### src/eriv_pkg.sv
// package: constants and types for the emergency rod insertion voting block
package eriv_pkg;
    // ==========================================
    // widths and counts
    localparam int unsigned REDUNDANCY   = 3;
    localparam int unsigned CHANNELS     = 2;
    localparam int unsigned DRIVE_DEF    = 4;
    localparam int unsigned POS_W        = 8;

    // ==========================================
    // values after reset, and the full-in target
    localparam logic [POS_W-1:0] FULL_IN_POS   = 8'h00;
    localparam logic [POS_W-1:0] RESET_POS     = 8'hFF;
    localparam logic             RESET_LEVEL   = 1'b0;

    // ==========================================
    // run-in mode, one shared by all motors
    typedef enum logic [1:0] {
        ERIV_IDLE     = 2'b00,
        ERIV_SELECTED = 2'b01,
        ERIV_FULL_IN  = 2'b11
    } eriv_mode_t;

    typedef logic [REDUNDANCY-1:0] eriv_trio_t;
endpackage : eriv_pkg

### src/eriv_vote.sv
// module: two-out-of-three majority vote, combinational
`timescale 1ns/100ps
module eriv_vote (
    input  wire logic [2:0] votes,
    output logic            pass
);
    // ==========================================
    // majority function
    always_comb begin
        pass = (votes[0] & votes[1]) | (votes[0] & votes[2]) | (votes[1] & votes[2]);
    end
endmodule : eriv_vote

### src/eriv_top.sv
// module: voting and gating of backup and selected rod run-in toward motor drivers
//
// Overview of operation
// vote three backup requests into one initiation
// each rod action channel votes backup commands
// backup active drives operable motors full in
// backup request only comes with scram
// emergency insertion is selected OR backup
// vote emergency signals, drive condition outputs
// run-in needs condition and channel command
// vote each selected-run-in group, then OR
// selected run-in goes to predefined positions
// majority true when two of three true
`timescale 1ns/100ps
module eriv_top
    import eriv_pkg::*;
#(
    parameter int unsigned DRIVES = eriv_pkg::DRIVE_DEF
) (
    input  wire logic                     clk,
    input  wire logic                     rst_n,
    input  wire eriv_pkg::eriv_trio_t     diverse_protection_runin,
    input  wire eriv_pkg::eriv_trio_t     diverse_protection_scram,
    input  wire eriv_pkg::eriv_trio_t     heating_loss,
    input  wire eriv_pkg::eriv_trio_t     turbine_trip,
    input  wire eriv_pkg::eriv_trio_t     load_reject,
    input  wire logic [DRIVES-1:0]        drive_operable,
    input  wire logic [DRIVES*eriv_pkg::POS_W-1:0] selected_target,
    output logic                          backup_initiation,
    output logic                          selected_runin,
    output logic [eriv_pkg::CHANNELS-1:0] backup_motor_runin,
    output logic [eriv_pkg::CHANNELS-1:0] selected_channel_runin,
    output logic                          emergency_condition,
    output logic                          scram_conflict,
    output logic [DRIVES-1:0]             rod_drive_motor_run,
    output logic [DRIVES*eriv_pkg::POS_W-1:0] rod_drive_motor_target
);
    import eriv_pkg::*;

    // ==========================================
    // input synchronisers, two flops each
    localparam int unsigned NIN = 5 * REDUNDANCY + DRIVES;
    logic [NIN-1:0]          sync_a;
    logic [NIN-1:0]          sync_b;
    // target words are quasi-static; per-bit skew only matters while they move
    logic [DRIVES*POS_W-1:0] tgt_a;
    logic [DRIVES*POS_W-1:0] tgt_b;

    always_ff @(posedge clk or negedge rst_n) begin
        if (!rst_n) begin
            sync_a <= '0;
            sync_b <= '0;
            tgt_a  <= '0;
            tgt_b  <= '0;
        end else begin
            sync_a <= {drive_operable, load_reject, turbine_trip, heating_loss,
                       diverse_protection_scram, diverse_protection_runin};
            sync_b <= sync_a;
            tgt_a  <= selected_target;
            tgt_b  <= tgt_a;
        end
    end

    logic [2:0]        s_runin;
    logic [2:0]        s_scram;
    logic [2:0]        s_heat;
    logic [2:0]        s_trip;
    logic [2:0]        s_rej;
    logic [DRIVES-1:0] s_oper;
    assign s_runin = sync_b[2:0];
    assign s_scram = sync_b[5:3];
    assign s_heat  = sync_b[8:6];
    assign s_trip  = sync_b[11:9];
    assign s_rej   = sync_b[14:12];
    assign s_oper  = sync_b[NIN-1:15];

    // ==========================================
    // first level votes
    logic v_runin;
    logic v_scram;
    logic v_heat;
    logic v_trip;
    logic v_rej;

    eriv_vote u_vote_runin (.votes(s_runin), .pass(v_runin));
    eriv_vote u_vote_scram (.votes(s_scram), .pass(v_scram));
    eriv_vote u_vote_heat  (.votes(s_heat),  .pass(v_heat));
    eriv_vote u_vote_trip  (.votes(s_trip),  .pass(v_trip));
    eriv_vote u_vote_rej   (.votes(s_rej),   .pass(v_rej));

    // registered stage one; three redundant copies feed the next votes
    logic [2:0] backup_cmd;
    logic [2:0] selected_cmd;
    logic [2:0] emergency_sig;

    always_ff @(posedge clk or negedge rst_n) begin
        if (!rst_n) begin
            backup_cmd   <= '0;
            selected_cmd <= '0;
        end else begin
            backup_cmd   <= {3{v_runin}};
            selected_cmd <= {3{v_heat | v_trip | v_rej}};
        end
    end

    assign emergency_sig = selected_cmd | backup_cmd;

    always_ff @(posedge clk or negedge rst_n) begin
        if (!rst_n) begin
            backup_initiation <= RESET_LEVEL;
            selected_runin    <= RESET_LEVEL;
            scram_conflict    <= RESET_LEVEL;
        end else begin
            backup_initiation <= v_runin;
            selected_runin    <= v_heat | v_trip | v_rej;
            // flags a far end that requests backup without scram
            scram_conflict    <= v_runin & ~v_scram;
        end
    end

    // ==========================================
    // rod action channels and emergency panel
    logic [CHANNELS-1:0] ch_backup;
    logic [CHANNELS-1:0] ch_select;
    logic                emerg_pass;

    genvar gc;
    generate
        for (gc = 0; gc < CHANNELS; gc++) begin : g_chan
            eriv_vote u_vb (.votes(backup_cmd),   .pass(ch_backup[gc]));
            eriv_vote u_vs (.votes(selected_cmd), .pass(ch_select[gc]));
        end
    endgenerate

    eriv_vote u_vote_emerg (.votes(emergency_sig), .pass(emerg_pass));

    always_ff @(posedge clk or negedge rst_n) begin
        if (!rst_n) begin
            backup_motor_runin     <= '0;
            selected_channel_runin <= '0;
            emergency_condition    <= RESET_LEVEL;
        end else begin
            backup_motor_runin     <= ch_backup;
            selected_channel_runin <= ch_select;
            emergency_condition    <= emerg_pass;
        end
    end

    // ==========================================
    // motor drivers: run only with condition and channel command
    logic any_backup;
    logic any_select;
    assign any_backup = |backup_motor_runin;
    assign any_select = |selected_channel_runin;

    eriv_mode_t mode;

    always_ff @(posedge clk or negedge rst_n) begin
        if (!rst_n) begin
            mode <= ERIV_IDLE;
        end else begin
            case (1'b1)
                // full insertion outranks the partial selected run-in
                emergency_condition & any_backup: mode <= ERIV_FULL_IN;
                emergency_condition & any_select: mode <= ERIV_SELECTED;
                default:                          mode <= ERIV_IDLE;
            endcase
        end
    end

    genvar gd;
    generate
        for (gd = 0; gd < DRIVES; gd++) begin : g_drive
            always_ff @(posedge clk or negedge rst_n) begin
                if (!rst_n) begin
                    rod_drive_motor_run[gd] <= RESET_LEVEL;
                    rod_drive_motor_target[gd*POS_W +: POS_W] <= RESET_POS;
                end else begin
                    case (mode)
                        ERIV_FULL_IN: begin
                            rod_drive_motor_run[gd] <= s_oper[gd];
                            rod_drive_motor_target[gd*POS_W +: POS_W] <= FULL_IN_POS;
                        end
                        ERIV_SELECTED: begin
                            rod_drive_motor_run[gd] <= s_oper[gd];
                            rod_drive_motor_target[gd*POS_W +: POS_W] <=
                                tgt_b[gd*POS_W +: POS_W];
                        end
                        default: begin
                            rod_drive_motor_run[gd] <= RESET_LEVEL;
                            rod_drive_motor_target[gd*POS_W +: POS_W] <= RESET_POS;
                        end
                    endcase
                end
            end
        end
    endgenerate

    // ==========================================
    // checks
    a_backup_vote: assert property (@(posedge clk) disable iff (!rst_n)
        backup_initiation == $past(v_runin)) else $error("backup initiation not majority");
    a_channel_vote: assert property (@(posedge clk) disable iff (!rst_n)
        v_runin |-> ##2 (backup_motor_runin == '1)) else $error("channel vote missed");
    a_full_in_target: assert property (@(posedge clk) disable iff (!rst_n)
        mode == ERIV_FULL_IN |=> rod_drive_motor_target == '0) else $error("not full in");
    a_emerg_or: assert property (@(posedge clk) disable iff (!rst_n)
        emerg_pass == (selected_cmd[0] | backup_cmd[0])) else $error("emergency not OR");
    a_cond_vote: assert property (@(posedge clk) disable iff (!rst_n)
        (v_runin | v_heat | v_trip | v_rej) |-> ##2 emergency_condition) else $error("condition missed");
    a_run_gate: assert property (@(posedge clk) disable iff (!rst_n)
        (|rod_drive_motor_run) |-> $past(mode) != ERIV_IDLE) else $error("run without gating");
    a_mode_gate: assert property (@(posedge clk) disable iff (!rst_n)
        mode != ERIV_IDLE |-> $past(emergency_condition)) else $error("mode without condition");
    a_select_or: assert property (@(posedge clk) disable iff (!rst_n)
        selected_runin == $past(v_heat | v_trip | v_rej)) else $error("selected run-in wrong");
    a_select_pos: assert property (@(posedge clk) disable iff (!rst_n)
        mode == ERIV_SELECTED |=> rod_drive_motor_target == $past(tgt_b)) else $error("select target");
    a_majority: assert property (@(posedge clk) disable iff (!rst_n)
        v_scram == ($countones(s_scram) >= 2)) else $error("majority wrong");
endmodule : eriv_top

### config.mk
export PLATFORM = sky130hd
export DESIGN_NAME = eriv_top
export DESIGN_NICKNAME = d
export VERILOG_FILES = /design/src/eriv_pkg.sv /design/src/eriv_vote.sv /design/src/eriv_top.sv
export SDC_FILE = /design/constraint.sdc
export NUM_CORES = 1
export LEC_CHECK = 0
export ABC_AREA = 1
export BUFFER_PORTS_ARGS = -buffer_cell sky130_fd_sc_hd__clkbuf_2
export CORE_MARGIN = 2
export CORE_UTILIZATION = 56
export DETAILED_ROUTE_END_ITERATION = 7
export PLACE_DENSITY = 0.82
export RECOVER_POWER = 100
export SLEW_MARGIN = 15
export SYNTH_ARGS = -nofsm -noshare
export SYNTH_HDL_FRONTEND = slang
export SYNTH_SLANG_ARGS = --single-unit
export TNS_END_PERCENT = 50
### constraint.sdc
create_clock -name clk -period 1.6 [get_ports clk]
set_input_delay 0 -clock clk [delete_from_list [all_inputs] [get_ports clk]]
set_output_delay 0 -clock clk [all_outputs]
set_load 0.005 [all_outputs]
==> qor.csv <==
metric,value,unit
status,"complete, no violations",
syn_area_per_cell,15.9,µm²
ANT nets after route,0,
worst setup margin,0.283,ns
gpl congestion,0.699,
port bufs,96,
drt initial violations,105,
Crit. End Element,asynchronous set/reset pin,
placed cell count,454,
Yosys top cell by area,dfrtp_1,
Post-route DRC,0,
Routed WL,7810,µm
CTS Buf Count,17,
Total GRT Usage,21.5,%
post-CTS sizing,0,
CTS Root Cell,clkbuf_8,
placed inst area,4810,µm²
"commonest non-fill, non-tap cells in the layout","dfrtp_1, clkbuf_2, dlygate4sd3_1, inv_1, o21ai_0",
Slew Limit Fails,0,
largest net degree at the start of global routing,44,
Tightest Pin Transition,1.02,ns
Syn Nets,319,
synth warn,0,
Leak,0.00291,µW
met2 wire len,4310,µm
IO Pins,97,
CTS clock-pin slew for the worst setup and hold paths,0.06,ns
Final TNS setup,0,ns
first-pass GRT wire length,13000,µm
TritonCTS clock tree,built,
Max Fanout on Critical Path,23,
via-per-instance ratio,4.43,
fillers,414,
Cells after Synth,266,
Max Clk Rate,0.759,GHz
sequential element share of the synthesized area,87.5,%
core box area,7290,µm²
crit path DAT,1.87,ns
Wirelength per Cell,14.5,µm
mapped cell area,4220,µm²
Area Overhead vs Synth,40.1,%
RSZ-0062 raised after global routing,false,
share of post-route cells with drive strength above 1,30.8,%
CP startpoint kind,input port,
Setup Buffers After CTS,0,
final hold viol count,0,
"commonest non-fill, non-tap cell in the layout",dfrtp_1,
clock tree buffer depth,2,
drt first pass iters,4,
"Clk Latency, worst-skew pair",0.51,ns
full die area,8240,µm²
slew margin rel.,31.8,%
post-DP HPWL,3730,µm
Synth top area share,67.6,%
initial antenna violation count,0,
post-layout min period,1.32,ns
grt total ovfl,0,
H-tree Lvls,4,
power density of the placed cells,1470,nW/µm²
nets,481,
critical path type,in2async,
routed vias,2393,
wire length on met3,301,µm
std cell rows,31,
crit share post-route,82.3,%
vias in the first global route,2712,
Final Setup Violations,0,
Critical Path RT,2.15,ns
final instance area,5910,µm²
ANT cells,0,
synth top area cells,"dfrtp_1, dfstp_2, inv_1, o21ai_0, nand2_1",
max_cap viols,0,
die height,90.8,µm
met1 wire length,2950,µm
worst hold-check path type,in2async,
Finished Layout Cells,540,
Max Used Layer,met4,
initial core utilization,57.9,%
clock sinks,146,
#FFs+latches synth,146,
Place WS,0.346,ns
Max VDD drop,0.00104,V
Synth cell types,13,
clk_skew,0.00753,ns
Die W,90.8,µm
power by group:
| group | leakage, µW | switching (µW) | total, µW | internal, µW |
|---|---|---|---|---|
| logic | 0.000958 | 256 | 494 | 239 |
| clock network | 0.000294 | 1510 | 4070 | 2560 |
| registers | 0.00166 | 102 | 4120 | 4020 |
logic make-up (layout without fill, tap and decap cells):
| group | Yosys count | count (layout) | share of synthesized area, % |
|---|---|---|---|
| AO/OA/AOI/OAI | 33 | 33 | 3.91 |
| flip-flops | 146 | 146 | 87.5 |
| AND/OR/NAND/NOR | 28 | 28 | 2.61 |
| buffers and inverters | 59 | 234 | 5.93 |
per-stage QoR:
step	hold slack (ns)	power (µW)	utilization (%)
after floorplan	-0.296	4290	-
after global placement	-0.0519	4560	66.0
after detailed placement	-0.0454	4590	66.0
after CTS	0.113	8750	81.9
after global routing	0.118	9020	81.0
final	0.114	8680	81.0
worst max-delay path: stages:
cell	delay [ns]
dlygate4sd3_1	0.55
buf_6	0.22
dlygate4sd3_1	1.09
routing by layer:
| metal | GRT usage (%) | vias up |
|---|---|---|
| met2 | 37.8 | 75 |
| met4 | 12.8 | 0 |
| met5 | 0 | - |
| met1 | 23.7 | 1180 |
| met3 | 5.26 | 20 |
| li1 | - | 1118 |
cell type report:
cell class	count	area, µm²	share of cell area, %
clock buffers	18	418	7.07
clock inverters	14	203	3.43
inverters	48	180	3.05
multi-input cells	61	275	4.66
flip-flops and latches	146	3690	62.5
well taps	99	124	2.10
repair buffers	154	1020	17.2
registers in the layout, indices dropped and copies added, names as in the netlist, 2 cells and up:
signal / flops
mode: 2
tgt_b: 32
tgt_a: 32
rod_drive_motor_target: 32
sync_a: 19
rod_drive_motor_run: 4
sync_b: 19
repair_timing:
action	CTS	global route
setup endpoints to repair	0	0
hold endpoints to repair	183	0
hold buffers	54	0
cells in the mapped netlist, drive strengths merged:
cell	n
nand3	2
nor2	1
buf	7
inv	48
nand2	24
clkbuf	4
or2	1
o21ai	33
dfrtp	114
dfstp	32
path summary, 6_finish.rpt:
check                                   start                          to  slack (ns)  cells past startpoint
setup / recovery                        rst_n                   tgt_b[29]        0.28                      3
hold / removal                          rst_n  rod_drive_motor_target[17]        0.11                      2
setup reg to reg                      mode[1]   rod_drive_motor_target[1]        0.29                      1
hold reg to reg                     tgt_a[17]                   tgt_b[17]        0.34                      0
max in group clk                      mode[1]   rod_drive_motor_target[1]        0.29                      1
min in group clk  diverse_protection_runin[1]                   sync_a[1]        0.13                      2
(Power assumes the default switching activity.)
